--- src/common/pll_cal_defines.svh ---
`ifndef PLL_CAL_DEFINES_SVH
`define PLL_CAL_DEFINES_SVH

// register indices (printed offsets are not multiples of four: byte addr = 4 * index)
`define IDX_TUNE_CTRL    6'h1b
`define IDX_PA_LEVEL     6'h1c
`define IDX_CAPS         6'h1d
`define IDX_PHASE_TRIM   6'h1e
`define IDX_GAIN_TRIM    6'h1f
// word index within a byte address
`define ADDR_IDX_HI      7
`define ADDR_IDX_LO      2
// nibble positions in the power and matching registers
`define NIB_UP_HI        7
`define NIB_UP_LO        4
`define NIB_DN_HI        3
`define NIB_DN_LO        0
// status register, read only
`define IDX_TUNE_STATUS  6'h3f

// reset values
`define RST_TUNE_CTRL    8'h05
`define RST_PA_LEVEL     8'h0f
`define RST_CAPS         8'h00
`define RST_PHASE_TRIM   8'h00
`define RST_GAIN_TRIM    8'h00

// field positions in the tuning control register
`define TC_START_BIT     7
`define TC_DUAL_BIT      6
`define TC_WAIT_HI       5
`define TC_WAIT_LO       4
`define TC_RSVD_BIT      3
`define TC_ITER_HI       2
`define TC_ITER_LO       0
`define TC_WRITE_MASK    8'hf7

// wait times in reference clock periods, codes 0 to 3
`define WAIT_CODE0       90000
`define WAIT_CODE1       110000
`define WAIT_CODE2       130000
`define WAIT_CODE3       200000

// axi responses
`define RESP_OKAY        2'b00
`define RESP_SLVERR      2'b10

`endif

--- src/common/pll_cal_pkg.sv ---
package pll_cal_pkg;

   // calibration sequencer states
   typedef enum logic [1:0] {
      cal_idle,
      cal_run,
      cal_store
   } cal_state_t;

endpackage

--- src/hw/cal_timer.sv ---
`timescale 1ns/1ns
`include "pll_cal_defines.svh"

// counts reference clock enables for the selected calibration wait
module cal_timer
   import pll_cal_pkg::*;
#(
   parameter int CNT_W = 18
) (
   // clock and reset
   input  wire logic             clk,
   input  wire logic             rst_b,
   // control
   input  wire logic             start,
   input  wire logic             ref_tick,
   input  wire logic [1:0]       wait_code,
   input  wire logic [CNT_W-1:0] scale_div,
   // status
   output logic                  done
);

   typedef struct packed {
      logic [CNT_W-1:0] count;   // ticks left
      logic             busy;    // timer running
      logic             done;    // one-cycle end pulse
   } tmr_t;

   tmr_t cur;
   tmr_t next_cur;

   // map the wait code to a tick count; scale_div shortens it for simulation
   function automatic logic [CNT_W-1:0] wait_len(input logic [1:0] code,
                                                  input logic [CNT_W-1:0] div);
      logic [CNT_W-1:0] base;
      base = '0;
      unique case (code)
         2'h0: base = CNT_W'(`WAIT_CODE0);
         2'h1: base = CNT_W'(`WAIT_CODE1);
         2'h2: base = CNT_W'(`WAIT_CODE2);
         2'h3: base = CNT_W'(`WAIT_CODE3);
      endcase
      wait_len = (div > CNT_W'(1)) ? base / div : base;
   endfunction

   // next state
   always_comb begin
      next_cur      = cur;
      next_cur.done = 1'b0;
      if (start) begin
         next_cur.count = wait_len(wait_code, scale_div);
         next_cur.busy  = 1'b1;
      end else if (cur.busy && ref_tick) begin
         if (cur.count <= CNT_W'(1)) begin
            next_cur.busy  = 1'b0;
            next_cur.count = '0;
            next_cur.done  = 1'b1;
         end else begin
            next_cur.count = cur.count - CNT_W'(1);
         end
      end
   end

   // state register
   always_ff @(posedge clk or negedge rst_b) begin
      if (!rst_b) begin
         cur <= '0;
      end else begin
         cur <= next_cur;
      end
   end

   assign done = cur.done;

endmodule // cal_timer

--- src/hw/pll_cal_pa_trim_regs.sv ---
// Contract
// - rising start bit begins a calibration
// - dual bit stores to both sets
// - wait code held before the start write picks reference period count
// - iteration code plus one is dac start
// - upper power nibble drives high array
// - lower power nibble drives low array
// - upper match nibble selects rx caps
// - lower match nibble selects tx caps
// - phase trim is signed lo adjustment
// - gain trim is signed mixer adjustment
`timescale 1ns/1ns
`include "pll_cal_defines.svh"

module pll_cal_pa_trim_regs
   import pll_cal_pkg::*;
#(
   parameter int          REF_DIV   = 1,  // clk cycles per reference period
   parameter int          TIMER_W   = 18,
   parameter logic [17:0] WAIT_SCALE = 18'h0_0001 // divides wait counts in simulation
) (
   // clock and reset
   input  wire logic              clk,
   input  wire logic              rst_b,
   // axi4-lite write address
   input  wire logic [7:0]        s_axi_awaddr,
   input  wire logic              s_axi_awvalid,
   output logic                   s_axi_awready,
   // axi4-lite write data
   input  wire logic [31:0]       s_axi_wdata,
   input  wire logic [3:0]        s_axi_wstrb,
   input  wire logic              s_axi_wvalid,
   output logic                   s_axi_wready,
   // axi4-lite write response
   output logic [1:0]             s_axi_bresp,
   output logic                   s_axi_bvalid,
   input  wire logic              s_axi_bready,
   // axi4-lite read address
   input  wire logic [7:0]        s_axi_araddr,
   input  wire logic              s_axi_arvalid,
   output logic                   s_axi_arready,
   // axi4-lite read data
   output logic [31:0]            s_axi_rdata,
   output logic [1:0]             s_axi_rresp,
   output logic                   s_axi_rvalid,
   input  wire logic              s_axi_rready,
   // link to the main control register
   input  wire logic              freq_set_sel,
   // calibration results towards the synthesizer
   input  wire logic [3:0]        cal_result,
   output logic                   cal_active,
   output logic                   store_set_a,
   output logic                   store_set_b,
   output logic [3:0]             tune_dac_start_code,
   // analog trims
   output logic [3:0]             high_array_level,
   output logic [3:0]             low_array_level,
   output logic [3:0]             rx_match_code,
   output logic [3:0]             tx_match_code,
   output logic signed [7:0]      lo_phase_adjust,
   output logic signed [7:0]      mixer_gain_adjust
);

   // register state of the block apart from the select synchroniser and the timer
   typedef struct packed {
      logic [7:0]      tune_ctrl;     // pll_tuning_control
      logic [7:0]      pa_level;      // amplifier_power_level
      logic [7:0]      caps;          // antenna_tuning_caps
      logic [7:0]      phase_trim;    // lo_iq_phase_trim
      logic [7:0]      gain_trim;     // mixer_iq_gain_trim
      logic            aw_held;       // write address taken, awaiting data
      logic [5:0]      aw_idx;        // held write index
      logic            w_held;        // write data taken, awaiting address
      logic [31:0]     w_data;        // held write data
      logic [3:0]      w_strb;        // held write strobes
      logic            bvalid;
      logic [1:0]      bresp;
      logic            rvalid;
      logic [31:0]     rdata;
      logic [1:0]      rresp;
      cal_state_t      cal_state;     // calibration sequencer
      logic            dual_latched;  // dual-store captured at start
      logic            sel_latched;   // set select captured at start
      logic            store_a;       // result strobe to set a
      logic            store_b;       // result strobe to set b
      logic [3:0]      result;        // last stored result
      logic            done_seen;     // a calibration has finished
      logic [15:0]     div_cnt;       // reference period divider
      logic            ref_tick;      // one pulse per reference period
   } regs_t;

   regs_t cur;
   regs_t next_cur;

   // synchroniser for the frequency-set select; it comes from another block clock tree
   logic [2:0] sel_sync;
   logic       sel_stable;

   // timer interface
   logic       timer_start;
   logic       timer_done;

   // word index from a byte address; low two bits are ignored
   function automatic logic [5:0] word_idx(input logic [7:0] addr);
      word_idx = addr[`ADDR_IDX_HI:`ADDR_IDX_LO];
   endfunction

   // merge strobed bytes into an 8-bit register held in lane 0
   function automatic logic [7:0] merge8(input logic [7:0] old, input logic [31:0] d,
                                         input logic [3:0] strb);
      merge8 = strb[0] ? d[7:0] : old;
   endfunction

   // does an index name a writable register
   function automatic logic is_rw(input logic [5:0] idx);
      is_rw = (idx == `IDX_TUNE_CTRL) || (idx == `IDX_PA_LEVEL) || (idx == `IDX_CAPS) ||
              (idx == `IDX_PHASE_TRIM) || (idx == `IDX_GAIN_TRIM);
   endfunction

   // three-stage pin sampler; only stages two and three are looked at
   always_ff @(posedge clk or negedge rst_b) begin
      if (!rst_b) begin
         sel_sync   <= 3'h0;
         sel_stable <= 1'b0;
      end else begin
         sel_sync <= {sel_sync[1:0], freq_set_sel};
         if (sel_sync[1] == sel_sync[2]) begin
            sel_stable <= sel_sync[2];
         end
      end
   end

   // next state of registers, bus slave and calibration sequencer
   always_comb begin
      logic        do_write;
      logic [5:0]  wr_idx;
      logic [31:0] wr_data;
      logic [3:0]  wr_strb;
      logic [7:0]  new_ctrl;
      logic [5:0]  rd_idx;
      do_write  = 1'b0;
      wr_idx    = '0;
      wr_data   = '0;
      wr_strb   = '0;
      new_ctrl  = '0;
      rd_idx    = '0;
      next_cur  = cur;
      timer_start = 1'b0;
      next_cur.store_a  = 1'b0;
      next_cur.store_b  = 1'b0;
      next_cur.ref_tick = 1'b0;

      // reference period enable; the wait is counted in these ticks
      if (cur.div_cnt >= 16'(REF_DIV - 1)) begin
         next_cur.div_cnt  = '0;
         next_cur.ref_tick = 1'b1;
      end else begin
         next_cur.div_cnt = cur.div_cnt + 16'h0001;
      end

      // address and data may arrive in either order
      if (s_axi_awvalid && s_axi_awready) begin
         next_cur.aw_held = 1'b1;
         next_cur.aw_idx  = word_idx(s_axi_awaddr);
      end
      if (s_axi_wvalid && s_axi_wready) begin
         next_cur.w_held = 1'b1;
         next_cur.w_data = s_axi_wdata;
         next_cur.w_strb = s_axi_wstrb;
      end

      // perform the write once both halves are present and no response is pending
      if (next_cur.aw_held && next_cur.w_held && !cur.bvalid) begin
         do_write         = 1'b1;
         wr_idx           = next_cur.aw_idx;
         wr_data          = next_cur.w_data;
         wr_strb          = next_cur.w_strb;
         next_cur.aw_held = 1'b0;
         next_cur.w_held  = 1'b0;
         next_cur.bvalid  = 1'b1;
         next_cur.bresp   = is_rw(wr_idx) ? `RESP_OKAY : `RESP_SLVERR;
      end else if (cur.bvalid && s_axi_bready) begin
         next_cur.bvalid = 1'b0;
      end

      if (do_write) begin
         unique case (wr_idx)
            `IDX_TUNE_CTRL: begin
               // reserved bit is forced to zero whatever the host writes
               new_ctrl = merge8(cur.tune_ctrl, wr_data, wr_strb) & `TC_WRITE_MASK;
               next_cur.tune_ctrl = new_ctrl;
               // only a 0 to 1 edge of the start bit launches a run
               if (new_ctrl[`TC_START_BIT] && !cur.tune_ctrl[`TC_START_BIT]) begin
                  timer_start           = 1'b1;
                  next_cur.cal_state    = cal_run;
                  next_cur.dual_latched = new_ctrl[`TC_DUAL_BIT];
                  next_cur.sel_latched  = sel_stable;
                  next_cur.done_seen    = 1'b0;
               end
            end
            `IDX_PA_LEVEL:   next_cur.pa_level   = merge8(cur.pa_level, wr_data, wr_strb);
            `IDX_CAPS:       next_cur.caps       = merge8(cur.caps, wr_data, wr_strb);
            `IDX_PHASE_TRIM: next_cur.phase_trim = merge8(cur.phase_trim, wr_data, wr_strb);
            `IDX_GAIN_TRIM:  next_cur.gain_trim  = merge8(cur.gain_trim, wr_data, wr_strb);
            default: begin
               // unmapped: nothing stored, error response already set
            end
         endcase
      end

      // calibration sequencer
      unique case (cur.cal_state)
         cal_idle: begin
         end
         cal_run: begin
            // a restart written in this cycle keeps the run going
            if (timer_done && !timer_start) begin
               next_cur.cal_state = cal_store;
            end
         end
         cal_store: begin
            // dual-store writes both sets, otherwise the selected one only
            next_cur.store_a   = cur.dual_latched || !cur.sel_latched;
            next_cur.store_b   = cur.dual_latched || cur.sel_latched;
            next_cur.result    = cal_result;
            next_cur.done_seen = 1'b1;
            // a restart written in this very cycle wins over the return to idle
            if (!timer_start) begin
               next_cur.cal_state = cal_idle;
            end
         end
      endcase

      // read channel: one read at a time, answered the cycle after the address
      if (s_axi_arvalid && s_axi_arready) begin
         rd_idx          = word_idx(s_axi_araddr);
         next_cur.rvalid = 1'b1;
         next_cur.rresp  = `RESP_OKAY;
         next_cur.rdata  = '0;
         unique case (rd_idx)
            `IDX_TUNE_CTRL:   next_cur.rdata = {24'h00_0000, cur.tune_ctrl};
            `IDX_PA_LEVEL:    next_cur.rdata = {24'h00_0000, cur.pa_level};
            `IDX_CAPS:        next_cur.rdata = {24'h00_0000, cur.caps};
            `IDX_PHASE_TRIM:  next_cur.rdata = {24'h00_0000, cur.phase_trim};
            `IDX_GAIN_TRIM:   next_cur.rdata = {24'h00_0000, cur.gain_trim};
            `IDX_TUNE_STATUS: next_cur.rdata = {24'h00_0000, cur.result, 1'b0,
                                                sel_stable, cur.done_seen,
                                                cur.cal_state != cal_idle};
            default:          next_cur.rresp = `RESP_SLVERR;
         endcase
      end else if (cur.rvalid && s_axi_rready) begin
         next_cur.rvalid = 1'b0;
      end
   end

   // register the whole state
   always_ff @(posedge clk or negedge rst_b) begin
      if (!rst_b) begin
         cur            <= '0;
         cur.tune_ctrl  <= `RST_TUNE_CTRL;
         cur.pa_level   <= `RST_PA_LEVEL;
         cur.caps       <= `RST_CAPS;
         cur.phase_trim <= `RST_PHASE_TRIM;
         cur.gain_trim  <= `RST_GAIN_TRIM;
         cur.cal_state  <= cal_idle;
      end else begin
         cur <= next_cur;
      end
   end

   // wait-time counter in reference periods
   cal_timer #(
      .CNT_W     (TIMER_W)
   ) u_timer (
      .clk       (clk),
      .rst_b     (rst_b),
      .start     (timer_start),
      .ref_tick  (cur.ref_tick),
      .wait_code (cur.tune_ctrl[`TC_WAIT_HI:`TC_WAIT_LO]),
      .scale_div (TIMER_W'(WAIT_SCALE)),
      .done      (timer_done)
   );

   // bus handshakes; held halves stall their own channel
   assign s_axi_awready = !cur.aw_held && !cur.bvalid;
   assign s_axi_wready  = !cur.w_held && !cur.bvalid;
   assign s_axi_arready = !cur.rvalid;
   assign s_axi_bvalid  = cur.bvalid;
   assign s_axi_bresp   = cur.bresp;
   assign s_axi_rvalid  = cur.rvalid;
   assign s_axi_rdata   = cur.rdata;
   assign s_axi_rresp   = cur.rresp;

   // calibration outputs
   assign cal_active  = cur.cal_state != cal_idle;
   assign store_set_a = cur.store_a;
   assign store_set_b = cur.store_b;
   // dac start is the code plus one, so 1 to 8 needs four bits
   assign tune_dac_start_code = {1'b0, cur.tune_ctrl[`TC_ITER_HI:`TC_ITER_LO]} + 4'h1;

   // analog trims straight from the registers
   assign high_array_level  = cur.pa_level[`NIB_UP_HI:`NIB_UP_LO];
   assign low_array_level   = cur.pa_level[`NIB_DN_HI:`NIB_DN_LO];
   assign rx_match_code     = cur.caps[`NIB_UP_HI:`NIB_UP_LO];
   assign tx_match_code     = cur.caps[`NIB_DN_HI:`NIB_DN_LO];
   assign lo_phase_adjust   = cur.phase_trim;
   assign mixer_gain_adjust = cur.gain_trim;

endmodule // pll_cal_pa_trim_regs

--- config.mk ---
export PLATFORM = sky130hd
export DESIGN_NAME = pll_cal_pa_trim_regs
export DESIGN_NICKNAME = d
export VERILOG_FILES = /design/src/common/pll_cal_pkg.sv /design/src/hw/cal_timer.sv /design/src/hw/pll_cal_pa_trim_regs.sv
export VERILOG_INCLUDE_DIRS = /design/src /design/src/common
export SDC_FILE = /design/constraint.sdc
export NUM_CORES = 1
export LEC_CHECK = 0
export ABC_AREA = 1
export BUFFER_PORTS_ARGS = -buffer_cell sky130_fd_sc_hd__buf_2
export CAP_MARGIN = 20
export CORE_MARGIN = 3
export CORE_UTILIZATION = 40
export CTS_CLUSTER_SIZE = 14
export DETAILED_ROUTE_END_ITERATION = 12
export PLACE_DENSITY = 0.62
export SLEW_MARGIN = 30
export SYNTH_ARGS = -nofsm -noshare
export SYNTH_HDL_FRONTEND = slang
export SYNTH_SLANG_ARGS = --single-unit
--- constraint.sdc ---
create_clock -name clk -period 2.1 [get_ports clk]
set_input_delay 0 -clock clk [delete_from_list [all_inputs] [get_ports clk]]
set_output_delay 0 -clock clk [all_outputs]
set_load 0.05 [all_outputs]
==> out/metrics.yaml <==
core_region_area_um2: 14000
io_pins: 144
report.final.setup_viol: 0
detail_route.drc_violations: 0
die_h_um: 127
routed-via-count: 4677
grt_max_degree: 50
clockRootBuffer: "sky130_fd_sc_hd__clkbuf_16"
critical_path_arrival_ns: 2.18
power.density_nw_per_um2: 1130
dominant_combinational_cell_family_by_area_after_synthesis: "simple AND/OR/NAND/NOR gates"
synthDistinctLibCells: 37
ys_seq_elements: 104
cts_tree: "built"
first_iter_violations: 344
stdcell_area_um2: 6740
layout_min_cycle_time_ns: 1.95
wl_mm: 14.1
n_antenna_cell: 0
p_clk_share_pct: 23.3
worst_ir_drop_on_vdd_mv: 0.646
hpwlAfterDp_mm: 10.2
synth_xor_xnor_area_share_pct: 0.753
synth_sequential_area_ratio_pct: 44.9
timing.max_slew.rel_slack_pct: 57.3
net_switching_power_w: 0.00328
clk-insertion-delay-late_ns: 0.36
synth-adder-area-share_pct: 2.76
initial_antenna_violation_count: 0
cp_slowest_cell: "sky130_fd_sc_hd__dfrtp_4"
synth-compound-area-share_pct: 8.65
fmax_ghz: 0.513
htree_num_levels: 3
detail_route.first_pass.iterations: 6
clock-sinks: 104
critical_path.endpoint_type: "flip-flop"
cp_data_required_time_ns: 2.33
chipWidth_um: 127
post_synth_inst_count: 730
whs_ns: 0.0314
cts_buffers: 9
post_dp_cell_area_um2: 6130
yosys.area_share.simple_pct: 27.3
power_frac_comb_pct: 39.8
num-fill-cells: 1409
buffer_ports.inserted: 86
postRouteAntennaNets: 0
syn_area_per_cell_um2: 7.96
floorplan.initialDensity_pct: 41.4
fin_nets: 891
timing_worst_slew_pin_value_ns: 0.641
fp.dieArea_um2: 16000
final_max_slew_viol_count: 0
async_flop_share_pct: 100
cts.path.max_buffers: 2
cp-start-kind: "flip-flop"
wire_per_inst_um: 14.1
internal_power_w: 0.00436
p_leak_nw: 3.50
seqPwrFrac_pct: 37.0
netSwitchingFraction_pct: 42.9
finalCritPeriodShare_pct: 92.9
grt_setup_unrepaired: "false"
number_of_placement_rows: 43
grt_overflow_total: 0
critPathKind: "reg -> reg"
grt_pass1_wl_mm: 23.1
worst-r2r-setup-slack_ns: 0.15
area_growth_syn_to_layout_pct: 15.9
hold_viol_final: 0
setup-tns-final_ns: 0
vias_per_cell: 4.68
final_layout_size_suffix_gt1_share_pct: 21.1
ys.warnings.count: 0
path_cells: "nor2_4, nand2_4, o21ai_1, nand3_1, nor2_4, nand2_1, buf_12, nand2_1, nand3_1"
path_clk_slew_ns: 0.08
min_path_type: "in -> reg"
worst_path_largest_cell_delay_ns: 0.52
syn_area_um2: 5810
via_count_of_the_first_global_routing_pass: 4559
timing.critical_path.fanout_max: 29
yosys_most_used_dff: "sky130_fd_sc_hd__dfrtp_1"
run_status: "finished, final reports clean"
maxCapViolations: 0
gp_congestion: 0.831
groute.usage.overall_pct: 17.9
synth_enable_flop_cells: 0
clock_skew_ns: 0.0105
synthMuxAreaShare_pct: 0
-- power groups by stage --
stage	combinational [W]	clock, W	sequential (W)
2_1_floorplan	0.00224	0	0.00284
3_3_place_gp	0.00287	0	0.00285
3_5_place_dp	0.00291	0	0.00285
4_1_cts	0.00297	0.00183	0.00282
5_1_grt	0.00342	0.00191	0.00289
6_report	0.00303	0.00178	0.00282
-- area by class of cell --
class | count | area [um^2] | share of cell area, %
clock inverter | 7 | 83.8 | 1.24
timing repair buffer | 129 | 851 | 12.6
sequential | 104 | 2610 | 38.8
multi-input combinational | 493 | 2450 | 36.3
inverter | 78 | 293 | 4.35
tap | 180 | 225 | 3.34
clock buffer | 9 | 225 | 3.34
-- timing repair --
item | CTS | global route
endpoints found under the hold margin | 67 | 0
setup buffers | 0 | 3
gates resized for setup | 0 | 7
hold buffers | 23 | 0
endpoints found under the setup margin | 0 | 48
-- stage by stage --
| step | cells | worst slack, ns | util (%) | total power, W |
|---|---|---|---|---|
| floorplan | 755 | -0.0479 | - | 0.00508 |
| global placement | 957 | 0.124 | 43.6 | 0.00572 |
| detailed placement | 957 | 0.0764 | 43.6 | 0.00576 |
| CTS | 996 | 0.0593 | 47.5 | 0.00762 |
| global route | 1000 | 0.0176 | 48.0 | 0.00822 |
| finish | 1000 | 0.150 | 48.0 | 0.00763 |
-- cells in the mapped netlist, drive strengths merged, types with 4 or more instances --
master / count / share of area, %
nand4: 12 / 1.3
a21oi: 10 / 0.86
o21ai: 73 / 7.1
nor3: 4 / 0.54
nand3: 56 / 5.3
nand2: 200 / 14
ha: 12 / 2.6
inv: 78 / 5.0
dfrtp: 98 / 42
buf: 78 / 10
dfstp: 6 / 2.7
nor2: 78 / 5.4
xor2: 4 / 0.60
-- worst max-delay path, delay by kind of cell (launching register included) --
| family | cells | cell delay (ns) |
|---|---|---|
| AND/OR/NAND/NOR | 7 | 0.88 |
| AO/OA/AOI/OAI | 1 | 0.22 |
| buffers and inverters | 1 | 0.18 |
| flip-flops | 1 | 0.52 |
-- cells in the final DEF (no fill, tap or decap), types with 4 or more instances in the layout --
| cell | netlist | routed |
|---|---|---|
| sky130_fd_sc_hd__o21ai_2 | 12 | 12 |
| sky130_fd_sc_hd__buf_2 | 3 | 85 |
| sky130_fd_sc_hd__a21oi_1 | 10 | 10 |
| sky130_fd_sc_hd__o21ai_0 | 48 | 44 |
| sky130_fd_sc_hd__nor2_1 | 73 | 71 |
| sky130_fd_sc_hd__nand4_1 | 12 | 12 |
| sky130_fd_sc_hd__nand3_1 | 53 | 52 |
| sky130_fd_sc_hd__xor2_1 | 4 | 4 |
| sky130_fd_sc_hd__inv_1 | 77 | 77 |
| sky130_fd_sc_hd__buf_4 | 70 | 18 |
| sky130_fd_sc_hd__conb_1 | 2 | 27 |
| sky130_fd_sc_hd__dfrtp_1 | 98 | 97 |
| sky130_fd_sc_hd__clkbuf_16 | 0 | 9 |
| sky130_fd_sc_hd__dlygate4sd3_1 | 0 | 23 |
| sky130_fd_sc_hd__nand2_1 | 190 | 185 |
| sky130_fd_sc_hd__ha_1 | 12 | 12 |
| sky130_fd_sc_hd__dfstp_2 | 6 | 6 |
| sky130_fd_sc_hd__nand2_2 | 5 | 10 |
| sky130_fd_sc_hd__nor2_4 | 2 | 4 |
| sky130_fd_sc_hd__o21ai_1 | 13 | 17 |
| sky130_fd_sc_hd__nand2_4 | 5 | 5 |
-- cells by family after synthesis --
logic type,Yosys count
flops,104
buf+inv,159
xor+xnor,5
simple gates,358
other cells,2
fa+ha+maj,13
compound gates,89
-- layer usage --
metal  global-route usage, %  up-vias  wire length, um
met3                    4.55       16              620
met1                    24.6     2166             6530
met5                       0        -                0
met2                    29.0      104             6730
li1                        -     2391                -
met4                    3.53        0              208
-- final timing paths --
path / startpoint / end / cells past startpoint
worst min register to register: sel_sync[0]$_DFF_PN0_ / sel_sync[1]$_DFF_PN0_ / 0
min in group asynchronous: rst_b / u_timer.cur[16]$_DFFE_PN0P_ / 2
worst min-delay path: s_axi_awvalid / cur[109]$_DFF_PN0_ / 3
worst max register to register: s_axi_bvalid$_DFFE_PN0P_ / u_timer.cur[11]$_DFFE_PN0P_ / 9
max in group asynchronous: rst_b / s_axi_bvalid$_DFFE_PN0P_ / 3
worst max-delay path: s_axi_bvalid$_DFFE_PN0P_ / u_timer.cur[11]$_DFFE_PN0P_ / 9
-- state kept, by name (all words and copies together) (netlist names), 3 cells and up --
name / count
u_timer.cur: 19
cur: 34
sel_sync: 3
s_axi_rdata: 8
high_array_level: 4
mixer_gain_adjust: 8
lo_phase_adjust: 8
low_array_level: 4
tx_match_code: 4
rx_match_code: 4
No activity file was read; power rests on OpenSTA's default activity.
